## src/inc/tsc_map.svh

```systemverilog
// constants for the tag serial configuration port
`ifndef TSC_MAP_SVH
`define TSC_MAP_SVH
`define TSC_CLK_MHZ 100
`define TSC_WAKE_NS 50000
`define TSC_WAKE_LOCK_NS 500
`define TSC_WAKE_W 16
`define TSC_ADDR_W 11
`define TSC_PAGE_BYTES 16
`define TSC_PAGE_LSB 4
`define TSC_TYPE_WRITE 2'h0
`define TSC_TYPE_READ 2'h1
`define TSC_TYPE_DIRECT 2'h3
`define TSC_DOP_RESET 3'h0
`define TSC_DOP_SETIO 3'h1
`define TSC_DOP_HWID 3'h2
`define TSC_DOP_SETMODE 3'h4
`define TSC_ARG_APP 3'h0
`define TSC_ARG_SPI 3'h1
`define TSC_ARG_SCAN 3'h2
// hardware id byte, value is arbitrary
`define TSC_HW_ID 8'h5A
`endif

```

## src/inc/tsc_pkg.sv

```systemverilog
// types shared by the tag serial configuration port
package tsc_pkg;
	typedef enum logic [3:0] {
		TSC_IDLE = 4'b0000,
		TSC_WAKE = 4'b0001,
		TSC_CMD = 4'b0010,
		TSC_RD_FETCH = 4'b0011,
		TSC_RD_OUT = 4'b0100,
		TSC_WR_DATA = 4'b0101,
		TSC_WR_COMMIT = 4'b0110,
		TSC_WR_WAIT = 4'b0111,
		TSC_DIR_BUSY = 4'b1000,
		TSC_DONE = 4'b1001
	} tsc_state_e;
	typedef enum logic [1:0] {
		TSC_IO_APP = 2'b00,
		TSC_IO_SPI = 2'b01,
		TSC_IO_SCAN = 2'b10
	} tsc_iomode_e;
	typedef logic [7:0] tsc_byte_t;
endpackage : tsc_pkg

```

## src/tsc_port.sv

```systemverilog
// target side serial configuration port of the sensor tag
`timescale 1ns/100ps
`include "tsc_map.svh"
// Summary of operation
// - port takes clock edges only while enable high
// - input bit sampled on falling clock edge
// - output line changes on rising clock edge
// - output high while busy, host checks low
// - command and data shifted in MSB first
// - output high marks response ready for clocking
// - output high while memory write runs
// - pending write finishes after enable falls
// - everything grouped in whole bytes
// - top two command bits select type
// - write address 11 bits, then incrementing
// - write address wraps within 16-byte page
// - reads stream incrementing bytes until enable falls
// - direct op has index and argument fields
module tsc_port #(
	parameter int unsigned WAKE_CYC = (`TSC_WAKE_NS * `TSC_CLK_MHZ + 999) / 1000
) (
	input wire logic CORE_CLK,
	input wire logic RESETN,
	input wire logic CE,
	input wire logic SCLK,
	input wire logic DIN,
	output logic DOUT,
	output logic DOUT_OE,
	output logic WAKE_REQ,
	output logic [`TSC_ADDR_W-1:0] MEM_ADDR,
	output tsc_pkg::tsc_byte_t MEM_WDATA,
	output logic MEM_WE,
	output logic MEM_RE,
	input wire tsc_pkg::tsc_byte_t MEM_RDATA,
	input wire logic MEM_RVALID,
	input wire logic MEM_BUSY,
	output logic RST_TRIG,
	input wire logic CAL_BUSY,
	output tsc_pkg::tsc_iomode_e IO_MODE,
	output logic [1:0] CTRL_MODE,
	output logic CTRL_MODE_STB
);
	import tsc_pkg::*;

	localparam logic [`TSC_WAKE_W-1:0] WAKE_LONG = `TSC_WAKE_W'(WAKE_CYC);
	localparam logic [`TSC_WAKE_W-1:0] WAKE_SHORT =
		`TSC_WAKE_W'((`TSC_WAKE_LOCK_NS * `TSC_CLK_MHZ + 999) / 1000);

	logic ce_m_q, ce_s_q, sclk_m_q, sclk_s_q, sclk_p_q, din_m_q, din_s_q;
	logic rise, fall, io_lock;
	tsc_state_e state_q;
	logic [`TSC_WAKE_W-1:0] wake_q;
	logic [2:0] bit_q;
	logic [1:0] nbyte_q;
	tsc_byte_t in_q, cmd_hi_q, out_q;
	logic id_q;
	logic [`TSC_ADDR_W-1:0] addr_q;
	tsc_byte_t page_q [`TSC_PAGE_BYTES];
	logic [`TSC_PAGE_BYTES-1:0] mask_q;
	logic [`TSC_PAGE_LSB-1:0] widx_q, cidx_q;
	logic dout_d, rd_next;
	tsc_byte_t in_byte;

	// pins come from the host's domain, two flops before any use
	always_ff @(posedge CORE_CLK or negedge RESETN) begin
		if (!RESETN) begin
			ce_m_q <= 1'b0;
			ce_s_q <= 1'b0;
			sclk_m_q <= 1'b0;
			sclk_s_q <= 1'b0;
			sclk_p_q <= 1'b0;
			din_m_q <= 1'b0;
			din_s_q <= 1'b0;
		end else begin
			ce_m_q <= CE;
			ce_s_q <= ce_m_q;
			sclk_m_q <= SCLK;
			sclk_s_q <= sclk_m_q;
			sclk_p_q <= sclk_s_q;
			din_m_q <= DIN;
			din_s_q <= din_m_q;
		end
	end

	// edges only count while enabled
	assign rise = ce_s_q & sclk_s_q & ~sclk_p_q;
	assign fall = ce_s_q & ~sclk_s_q & sclk_p_q;
	assign io_lock = (IO_MODE == TSC_IO_SPI);
	assign in_byte = {in_q[6:0], din_s_q};
	assign rd_next = (state_q == TSC_RD_OUT) & rise & (bit_q == 3'h7);

	// main sequencer
	always_ff @(posedge CORE_CLK or negedge RESETN) begin
		if (!RESETN) begin
			state_q <= TSC_IDLE;
			wake_q <= '0;
			bit_q <= 3'h0;
			nbyte_q <= 2'h0;
			in_q <= 8'h00;
			cmd_hi_q <= 8'h00;
			id_q <= 1'b0;
		end else begin
			case (state_q)
				TSC_IDLE: begin
					bit_q <= 3'h0;
					nbyte_q <= 2'h0;
					wake_q <= '0;
					if (ce_s_q) begin
						state_q <= TSC_WAKE;
					end
				end
				TSC_WAKE: begin
					// short wake when fast clock was kept alive
					wake_q <= wake_q + 1'b1;
					if (!ce_s_q) begin
						state_q <= TSC_IDLE;
					end else if (wake_q >= (io_lock ? WAKE_SHORT : WAKE_LONG)) begin
						state_q <= TSC_CMD;
					end
				end
				TSC_CMD: begin
					if (!ce_s_q) begin
						state_q <= TSC_IDLE;
					end else if (fall) begin
						in_q <= in_byte;
						bit_q <= bit_q + 3'h1;
						if (bit_q == 3'h7) begin
							nbyte_q <= nbyte_q + 2'h1;
							cmd_hi_q <= in_byte;
							if (nbyte_q == 2'h0) begin
								if (in_byte[7:6] == `TSC_TYPE_DIRECT) begin
									if (in_byte[5:3] == `TSC_DOP_RESET) begin
										state_q <= TSC_DIR_BUSY;
									end else if (in_byte[5:3] == `TSC_DOP_HWID) begin
										id_q <= 1'b1;
										state_q <= TSC_RD_FETCH;
									end else begin
										state_q <= TSC_DONE;
									end
								end else if (in_byte[7:6] != `TSC_TYPE_WRITE &&
									in_byte[7:6] != `TSC_TYPE_READ) begin
									state_q <= TSC_DONE;
								end
							end else if (cmd_hi_q[7:6] == `TSC_TYPE_READ) begin
								id_q <= 1'b0;
								state_q <= TSC_RD_FETCH;
							end else begin
								state_q <= TSC_WR_DATA;
							end
						end
					end
				end
				TSC_RD_FETCH: begin
					if (!ce_s_q) begin
						state_q <= TSC_IDLE;
					end else if (id_q || MEM_RVALID) begin
						state_q <= TSC_RD_OUT;
					end
				end
				TSC_RD_OUT: begin
					if (!ce_s_q) begin
						state_q <= TSC_IDLE;
					end else if (rise) begin
						bit_q <= bit_q + 3'h1;
					end
				end
				TSC_WR_DATA: begin
					if (!ce_s_q) begin
						// the write starts only when enable drops
						state_q <= (mask_q != '0) ? TSC_WR_COMMIT : TSC_IDLE;
					end else if (fall) begin
						in_q <= in_byte;
						bit_q <= bit_q + 3'h1;
					end
				end
				TSC_WR_COMMIT: begin
					if (cidx_q == {`TSC_PAGE_LSB{1'b1}} && !MEM_WE &&
						(!mask_q[cidx_q] || !MEM_BUSY)) begin
						state_q <= TSC_WR_WAIT;
					end
				end
				TSC_WR_WAIT: begin
					if (!MEM_BUSY && !MEM_WE) begin
						state_q <= TSC_IDLE;
					end
				end
				TSC_DIR_BUSY: begin
					if (!CAL_BUSY && !RST_TRIG) begin
						state_q <= TSC_DONE;
					end
				end
				TSC_DONE: begin
					if (!ce_s_q) begin
						state_q <= TSC_IDLE;
					end
				end
				default: begin
					state_q <= TSC_IDLE;
				end
			endcase
		end
	end

	// write page buffer; offset wraps inside the page
	always_ff @(posedge CORE_CLK or negedge RESETN) begin
		if (!RESETN) begin
			mask_q <= '0;
			widx_q <= '0;
			cidx_q <= '0;
		end else if (state_q == TSC_CMD) begin
			mask_q <= '0;
			widx_q <= in_byte[`TSC_PAGE_LSB-1:0];
			cidx_q <= '0;
		end else if (state_q == TSC_WR_DATA && fall && bit_q == 3'h7) begin
			page_q[widx_q] <= in_byte;
			mask_q[widx_q] <= 1'b1;
			widx_q <= widx_q + 1'b1;
		end else if (state_q == TSC_WR_COMMIT && (MEM_WE || !mask_q[cidx_q])) begin
			// step on after the strobe, or at once past an unwritten byte, so the address stands with its byte
			if (cidx_q != {`TSC_PAGE_LSB{1'b1}}) begin
				cidx_q <= cidx_q + 1'b1;
			end
		end
	end

	// memory port: address, strobes and data
	always_ff @(posedge CORE_CLK or negedge RESETN) begin
		if (!RESETN) begin
			addr_q <= '0;
			MEM_WE <= 1'b0;
			MEM_RE <= 1'b0;
			MEM_WDATA <= 8'h00;
		end else begin
			MEM_WE <= 1'b0;
			MEM_RE <= 1'b0;
			if (state_q == TSC_CMD && fall && bit_q == 3'h7 && nbyte_q == 2'h1) begin
				addr_q <= {cmd_hi_q[2:0], in_byte};
				MEM_RE <= (cmd_hi_q[7:6] == `TSC_TYPE_READ);
			end else if (rd_next && !id_q) begin
				addr_q <= addr_q + 1'b1;
				MEM_RE <= 1'b1;
			end else if (state_q == TSC_WR_COMMIT && !MEM_WE && !MEM_BUSY &&
				mask_q[cidx_q]) begin
				MEM_WE <= 1'b1;
				MEM_WDATA <= page_q[cidx_q];
			end
		end
	end
	assign MEM_ADDR = (state_q == TSC_WR_COMMIT || state_q == TSC_WR_WAIT) ?
		{addr_q[`TSC_ADDR_W-1:`TSC_PAGE_LSB], cidx_q} : addr_q;

	// response shifter, reloaded after each eighth bit
	always_ff @(posedge CORE_CLK or negedge RESETN) begin
		if (!RESETN) begin
			out_q <= 8'h00;
		end else if (state_q == TSC_RD_FETCH && id_q) begin
			out_q <= `TSC_HW_ID;
		end else if (rd_next && id_q) begin
			out_q <= `TSC_HW_ID;
		end else if (MEM_RVALID && (state_q == TSC_RD_FETCH || state_q == TSC_RD_OUT)) begin
			out_q <= MEM_RDATA;
		end else if (state_q == TSC_RD_OUT && rise) begin
			out_q <= {out_q[6:0], 1'b0};
		end
	end

	// direct operations and their persistent settings
	always_ff @(posedge CORE_CLK or negedge RESETN) begin
		if (!RESETN) begin
			IO_MODE <= TSC_IO_APP;
			CTRL_MODE <= 2'h0;
			CTRL_MODE_STB <= 1'b0;
			RST_TRIG <= 1'b0;
		end else begin
			CTRL_MODE_STB <= 1'b0;
			RST_TRIG <= 1'b0;
			if (state_q == TSC_CMD && fall && bit_q == 3'h7 && nbyte_q == 2'h0 &&
				in_byte[7:6] == `TSC_TYPE_DIRECT) begin
				if (in_byte[5:3] == `TSC_DOP_RESET) begin
					RST_TRIG <= 1'b1;
					IO_MODE <= TSC_IO_APP; // master reset drops the lock
				end else if (in_byte[5:3] == `TSC_DOP_SETIO) begin
					if (in_byte[2:0] == `TSC_ARG_APP) begin
						IO_MODE <= TSC_IO_APP;
					end else if (in_byte[2:0] == `TSC_ARG_SPI) begin
						IO_MODE <= TSC_IO_SPI;
					end else if (in_byte[2:0] == `TSC_ARG_SCAN) begin
						IO_MODE <= TSC_IO_SCAN;
					end
				end else if (in_byte[5:3] == `TSC_DOP_SETMODE) begin
					CTRL_MODE <= in_byte[1:0];
					CTRL_MODE_STB <= 1'b1;
				end
			end
		end
	end

	// output line: busy high, ready high, then data on rising edges
	always_comb begin
		case (state_q)
			TSC_WAKE, TSC_WR_COMMIT, TSC_WR_WAIT, TSC_DIR_BUSY: dout_d = 1'b1;
			TSC_RD_OUT: dout_d = rise ? out_q[7] : DOUT;
			default: dout_d = 1'b0;
		endcase
	end

	// pin ownership and wake request, kept through a pending write
	always_ff @(posedge CORE_CLK or negedge RESETN) begin
		if (!RESETN) begin
			DOUT <= 1'b0;
			DOUT_OE <= 1'b0;
			WAKE_REQ <= 1'b0;
		end else begin
			DOUT <= (state_q == TSC_RD_FETCH || state_q == TSC_IDLE) ? 1'b0 : dout_d;
			// ready only on the fetch step, a zero last bit must not look like ready
			if (state_q == TSC_RD_FETCH && ce_s_q && (id_q || MEM_RVALID)) begin
				DOUT <= 1'b1;
			end
			DOUT_OE <= ce_s_q | io_lock | (state_q != TSC_IDLE);
			WAKE_REQ <= ce_s_q | io_lock | (state_q != TSC_IDLE);
		end
	end
endmodule : tsc_port

```

## config.mk

```make
export PLATFORM = sky130hd
export DESIGN_NAME = tsc_port
export DESIGN_NICKNAME = d
export VERILOG_FILES = /design/src/inc/tsc_pkg.sv /design/src/tsc_port.sv
export VERILOG_INCLUDE_DIRS = /design/src /design/src/inc
export SDC_FILE = /design/constraint.sdc
export NUM_CORES = 1
export LEC_CHECK = 0
export BUFFER_PORTS_ARGS = -buffer_cell sky130_fd_sc_hd__clkbuf_2
export CELL_PAD_IN_SITES_DETAIL_PLACEMENT = 1
export CELL_PAD_IN_SITES_GLOBAL_PLACEMENT = 1
export CORE_MARGIN = 1
export CORE_UTILIZATION = 55
export CTS_CLUSTER_SIZE = 40
export DETAILED_ROUTE_END_ITERATION = 12
export PLACE_DENSITY_LB_ADDON = 0.1
export SLEW_MARGIN = 20
export SYNTH_ARGS = -nofsm -noshare
export SYNTH_HDL_FRONTEND = slang
export SYNTH_SLANG_ARGS = --single-unit
export TNS_END_PERCENT = 10
```

## constraint.sdc

```tcl
create_clock -name CORE_CLK -period 5.9 [get_ports CORE_CLK]
set_input_delay 0 -clock CORE_CLK [delete_from_list [all_inputs] [get_ports CORE_CLK]]
set_output_delay 0 -clock CORE_CLK [all_outputs]
set_load 0.01 [all_outputs]
```

# After elaboration in Yosys (flattened, before gate mapping)
# Memories as Yosys holds them, arrays and structs flattened. A register that Yosys moved wholly into a read port is not among the register bits.
# Cells that the tools add are included.
[totals] ram_bits=128 output_inout_bits=30 wordCells=246 inputBits=16 mem_count=1 reg_bits=101
[classes] n_reduce_logical=69 addsub=6 n_bitwise=15 n_eq_ne=45 muxes=79 n_lt_le_gt_ge=4
[memory_table] memory="page_q" words=16 width=8 rd=1 rd_ports_with_merged_regs=1 write_ports=1 line="tsc_port.sv:58" rtl="tsc_byte_t page_q [`TSC_PAGE_BYTES];"
[ops] cell="$mux 4" count=25
[ops] cell="$pmux 4 s9" count=1
[ops] cell="$mux 16" count=2
[ops] cell="$mux 8" count=4
[ops] cell="$pmux 16 s2" count=1
[ops] cell="$ne 2x2->1 const B" count=13
[ops] cell="$logic_and 1x1->1" count=25
[ops] cell="$mux 1" count=24
[ops] cell="$mux 11" count=2
[ops] cell="$mux 3" count=6
[ops] cell="$reduce_bool 2->1" count=9
[ops] cell="$add 16x1->16 const B" count=1
[ops] cell="$eq 4x3->1 const B" count=4
[ops] cell="$ge 16x13->1" count=1
[ops] cell="$mux 2" count=8
[ops] cell="$or 16x16->16" count=1
[ops] cell="$reduce_bool 16->1" count=1
[ops] cell="$mux 13" count=1
[ops] cell="$eq 4x4->1 const B" count=3
[ops] cell="$reduce_and 3->1" count=4
[ops] cell="$reduce_and 4->1" count=3
[ops] cell="$reduce_bool 4->1" count=3
[ops] cell="$add 11x1->11 const B" count=1
[ops] cell="$reduce_and 11->1" count=1
[ops] cell="36 further kinds" count=74

# Depth between registers and ports, before layout
[logic_depth] depth_word=9 ltp_mapped=10 ltp_nobuf=9

# Worst setup path before layout
# OpenSTA, ideal clock, no wires.
[synth_path] path_type="reg-to-reg" from="reg bit_q[0]" to="mem page_q[11][0] (netlist name), enable pin" setup_time_ns=0.370 n_path_buf=0 period_less_slack_ns=2.318 slack_ns=3.582 t_required_ns=5.530 t_arrival_ns=1.948 stages_incl_launch_ff=7 path_cell_list="dfrtp_1 -> ha_1 -> ha_1 -> and4b_1 -> nor4b_4 -> nand2_1 -> nor2_1"
[synth_via] elab_chain_len=6
[synth_rtl] item="from (decl)" line="tsc_port.sv:53" rtl="logic [2:0] bit_q;"
[synth_rtl] item="from (signal assigned)" line="tsc_port.sv:126" rtl="bit_q <= bit_q + 3'h1;"
[synth_rtl] item="from (signal assigned)" line="tsc_port.sv:164" rtl="bit_q <= bit_q + 3'h1;"
[synth_rtl] item="from (signal assigned)" line="tsc_port.sv:173" rtl="bit_q <= bit_q + 3'h1;"
[synth_rtl] item="$eq 3x3->1" line="tsc_port.sv:214" rtl="end else if (state_q == TSC_WR_DATA && fall && bit_q == 3'h7) begin"
[synth_rtl] item="$logic_and 1x1->1" line="tsc_port.sv:214"
[synth_rtl] item="$mux 1" line="tsc_port.sv:214"
[synth_rtl] item="$mux 1" line="tsc_port.sv:210" rtl="end else if (state_q == TSC_CMD) begin"
[synth_rtl] item="$logic_and 1x1->1 (implied by the code)" line="tsc_port.sv:215" rtl="page_q[widx_q] <= in_byte;"
[synth_rtl] item="$mux 1 (implied by the code)" line="tsc_port.sv:215"
[synth_rtl] item="to (decl)" line="tsc_port.sv:58"
# Every way passes these cells.

# Final worst setup path
[layout_path] from="reg state_q[0]" to="mem page_q[13][2] (netlist name), enable pin"
[layout_via] elab_chain_len=7 elab_cells_between_ends=8 classes_between="eq/ne: 2; mux: 3; reduce/logical: 3"
[layout_rtl] item="from (decl)" line="tsc_port.sv:51" rtl="tsc_state_e state_q;"
[layout_rtl] item="from (signal assigned)" line="tsc_port.sv:170" rtl="state_q <= (mask_q != '0) ? TSC_WR_COMMIT : TSC_IDLE;"
[layout_rtl] item="$eq 4x3->1" line="tsc_port.sv:214"
[layout_rtl] item="$logic_and 1x1->1 (2 in series)" line="tsc_port.sv:214"
[layout_rtl] item="$mux 1" line="tsc_port.sv:214"
[layout_rtl] item="$mux 1 *" line="tsc_port.sv:210"
[layout_rtl] item="$logic_and 1x1->1 (implied by the code) *" line="tsc_port.sv:215"
[layout_rtl] item="$mux 1 (implied by the code) *" line="tsc_port.sv:215"
# Mark *: on every way between the ends. The rest lies on a longest branch, timed or not.

==> impl_metrics.json <==
{
  "portBuffers": 45,
  "gr-total-overflow": 0,
  "drt-vias-per-instance": 6.33,
  "synth_top_family_by_area": "simple AND/OR/NAND/NOR gates",
  "rsz0062_at_grt": "no",
  "layout_setup_ws_ns": 2.73,
  "ys_seq_area_share_pct": 61.7,
  "hold_path_depth": 7,
  "max_stage_delay_ns": 0.87,
  "worst_skew_pair.late_latency_ns": 0.53,
  "synth_area_um2": 10500,
  "syn_avg_cell_area_um2": 13.2,
  "final-hold-violation-count": 0,
  "coreArea_um2": 18700,
  "drc_errors": 0,
  "rows": 50,
  "cts.sinks": 234,
  "cp_data_required_time_ns": 6.05,
  "final_nets": 871,
  "avgRoutedWirePerCell_um": 25.2,
  "ys_async_sr_fraction_pct": 45.3,
  "r2r_slack_ns": 2.73,
  "synth_top_area_cell": "edfxtp_1",
  "layout_min_cycle_time_ns": 3.17,
  "cp_slowest_cell": "dfrtp_1",
  "start_kind": "flop",
  "synthAdderAreaFrac_pct": 1.66,
  "ant_nets": 0,
  "timing.slew.headroom_pct": 28.3,
  "vias": 6922,
  "cts_made_buffers": 25,
  "drt_pass1_iterations": 5,
  "power_density_nw_per_um2": 371,
  "timing.fmax_mhz": 315,
  "synth_nets": 827,
  "synth_cells": 797,
  "grt_antenna_before_repair": 0,
  "hold_buffers": 14,
  "grt_first_pass_wirelength_um": 42600,
  "first_global_vias": 7403,
  "muxShareOfSynthArea_pct": 10.9,
  "drive_gt1_share_pct": 19.1,
  "path_clk_slew_ns": 0.06,
  "critPathMaxFanout": 25,
  "root_buffer": "clkbuf_16",
  "first_iter_violations": 326,
  "dp_hpwl_um": 18000,
  "max-clock-path-buffers": 3,
  "fin_util_pct": 63.5,
  "ioPinCount": 46,
  "ir_worst_vdd_mv": 0.255,
  "layout_commonest_cell": "edfxtp_1",
  "p_leak_nw": 4.52,
  "mostFrequentLayoutCells": "128 x edfxtp_1, 105 x dfrtp_1, 91 x nand2_1",
  "cp.arrival_ns": 3.32,
  "ys_types": 72,
  "fillers": 1807,
  "path_class": "reg -> reg",
  "fin_skew_ns": 0.0118,
  "synthSimpleGateAreaFrac_pct": 12.1,
  "htree_levels": 1,
  "post_cts_resize_count": 0,
  "synth_edf_count": 128,
  "status": "completed",
  "synthFlopType": "edfxtp_1",
  "diodes": 0,
  "crit_path_cell_trace": "inv_1 > nor4b_4 > nand2_1 > nor2_1",
  "finalSetupViolCount": 0,
  "hp-class": "in -> reg",
  "synthTopCellsByArea": "edfxtp_1 37%, dfrtp_1 25%, mux4_2 6.4%, nand2_1 3.2%, o21ai_0 2.6%",
  "place_ws_ns": 2.77,
  "power_mw": 4.40,
  "synth_warnings": 0,
  "area_growth_pct": 12.8,
  "fin_setup_tns_ns": 0,
  "post-cts-setup-buffers": 0,
  "grtUsageTotal_pct": 29.0,
  "synth_compound_area_share_pct": 9.78,
  "synthXorXnorAreaFrac_pct": 0.998,
  "end_kind": "flop",
  "synth-seq-cells": 234,
  "drv_cap": 0,
  "grt_max_degree": 69,
  "synth_top_area_share_pct": 36.5,
  "start_util_pct": 56.3,
  "slew_violations": 0,
  "die_area_um2": 19700,
  "globalplace.congestion": 0.893,
  "totalWireLength_um": 27500,
  "die_h_um": 140,
  "rr_worst_depth": 4,
  "die_w_um": 140,
  "post-route-period-util_pct": 53.8,
  "cts_tree": "built",
  "tightest_slew_ns": 1.07
}
==> cell families (layout without fill, tap and decap cells) <==
| group | count (synthesis) | after routing |
|---|---|---|
| buf+inv | 62 | 124 |
| fa+ha+maj | 14 | 14 |
| mux | 74 | 74 |
| compound gates | 160 | 160 |
| simple gates | 241 | 241 |
| xor+xnor | 12 | 12 |
| flops | 234 | 234 |
==> flip-flops by register name, summed over array words and instances (netlist names), 3 cells and up <==
signal	cells
addr_q	11
page_q	128
mask_q	16
cmd_hi_q	5
cidx_q	4
MEM_WDATA	8
wake_q	16
state_q	4
in_q	7
out_q	8
widx_q	4
bit_q	3
==> critical path, delay by kind of cell, from the launching register on <==
family | cells | cell delay [ns]
buffers and inverters | 1 | 0.24
DFF | 1 | 0.87
and+or+nand+nor | 3 | 1.69
==> path summary, 6_finish.rpt <==
| check | startpoint | to |
|---|---|---|
| worst max-delay path | state_q[0] | page_q[13][2] |
| worst min-delay path | CAL_BUSY | state_q[2] |
| worst max register to register | state_q[0] | page_q[13][2] |
| worst min register to register | ce_m_q | ce_s_q |
| max in group asynchronous | RESETN | cidx_q[0] |
| min in group asynchronous | RESETN | mask_q[10] |
==> routing by layer <==
metal	part of all wire, %	vias to the layer above	global-route usage, %	routed length (µm)
li1	-	3082	-	-
met1	41	3614	36.0	11200
met2	52	184	52.0	14400
met3	4.3	42	4.17	1190
met4	2.5	0	9.77	697
met5	0	-	0	0
==> metrics by stage <==
stage                     std cells  hold slack (ns)  area [µm²]
after floorplan                 797           -0.296       10500
after global placement         1034            0.108       10800
after detailed placement       1034            0.111       10800
after CTS                      1093           0.0239       11900
after global routing           1093           0.0892       11900
final                          1093           0.0581       11900
==> cells in the mapped netlist (5+ instances only) <==
library cell / count
nand3b_1: 5
mux2_2: 22
mux4_2: 30
mux2i_1: 19
xor2_1: 10
edfxtp_1: 128
nor2b_1: 7
o21ai_0: 55
nand3_1: 10
clkbuf_1: 21
nor2_1: 47
nor3_1: 6
nand2b_1: 11
nor4_1: 5
and3_1: 19
dfrtp_1: 106
nand4_1: 8
a21oi_1: 29
a31oi_1: 11
nand2_1: 91
a32oi_1: 6
buf_2: 11
o22ai_1: 5
inv_1: 15
buf_4: 12
a22oi_1: 10
ha_1: 14
a2bb2oi_1: 5
==> power by group <==
group          internal (mW)  leakage (nW)  switching [mW]
combinational          0.288          1.57           0.386
sequential              1.82          2.54           0.211
clock                   1.04         0.418           0.652
==> final cells by class <==
type | count | area, µm² | area share [%]
clock buffer | 28 | 637 | 5.36
inverter | 15 | 56.3 | 0.474
tap | 234 | 293 | 2.47
timing repair buffer | 64 | 405 | 3.41
clock inverter | 17 | 245 | 2.06
sequential | 234 | 6500 | 54.7
multi-input combinational | 501 | 3740 | 31.5
(Power assumes the default switching activity.)
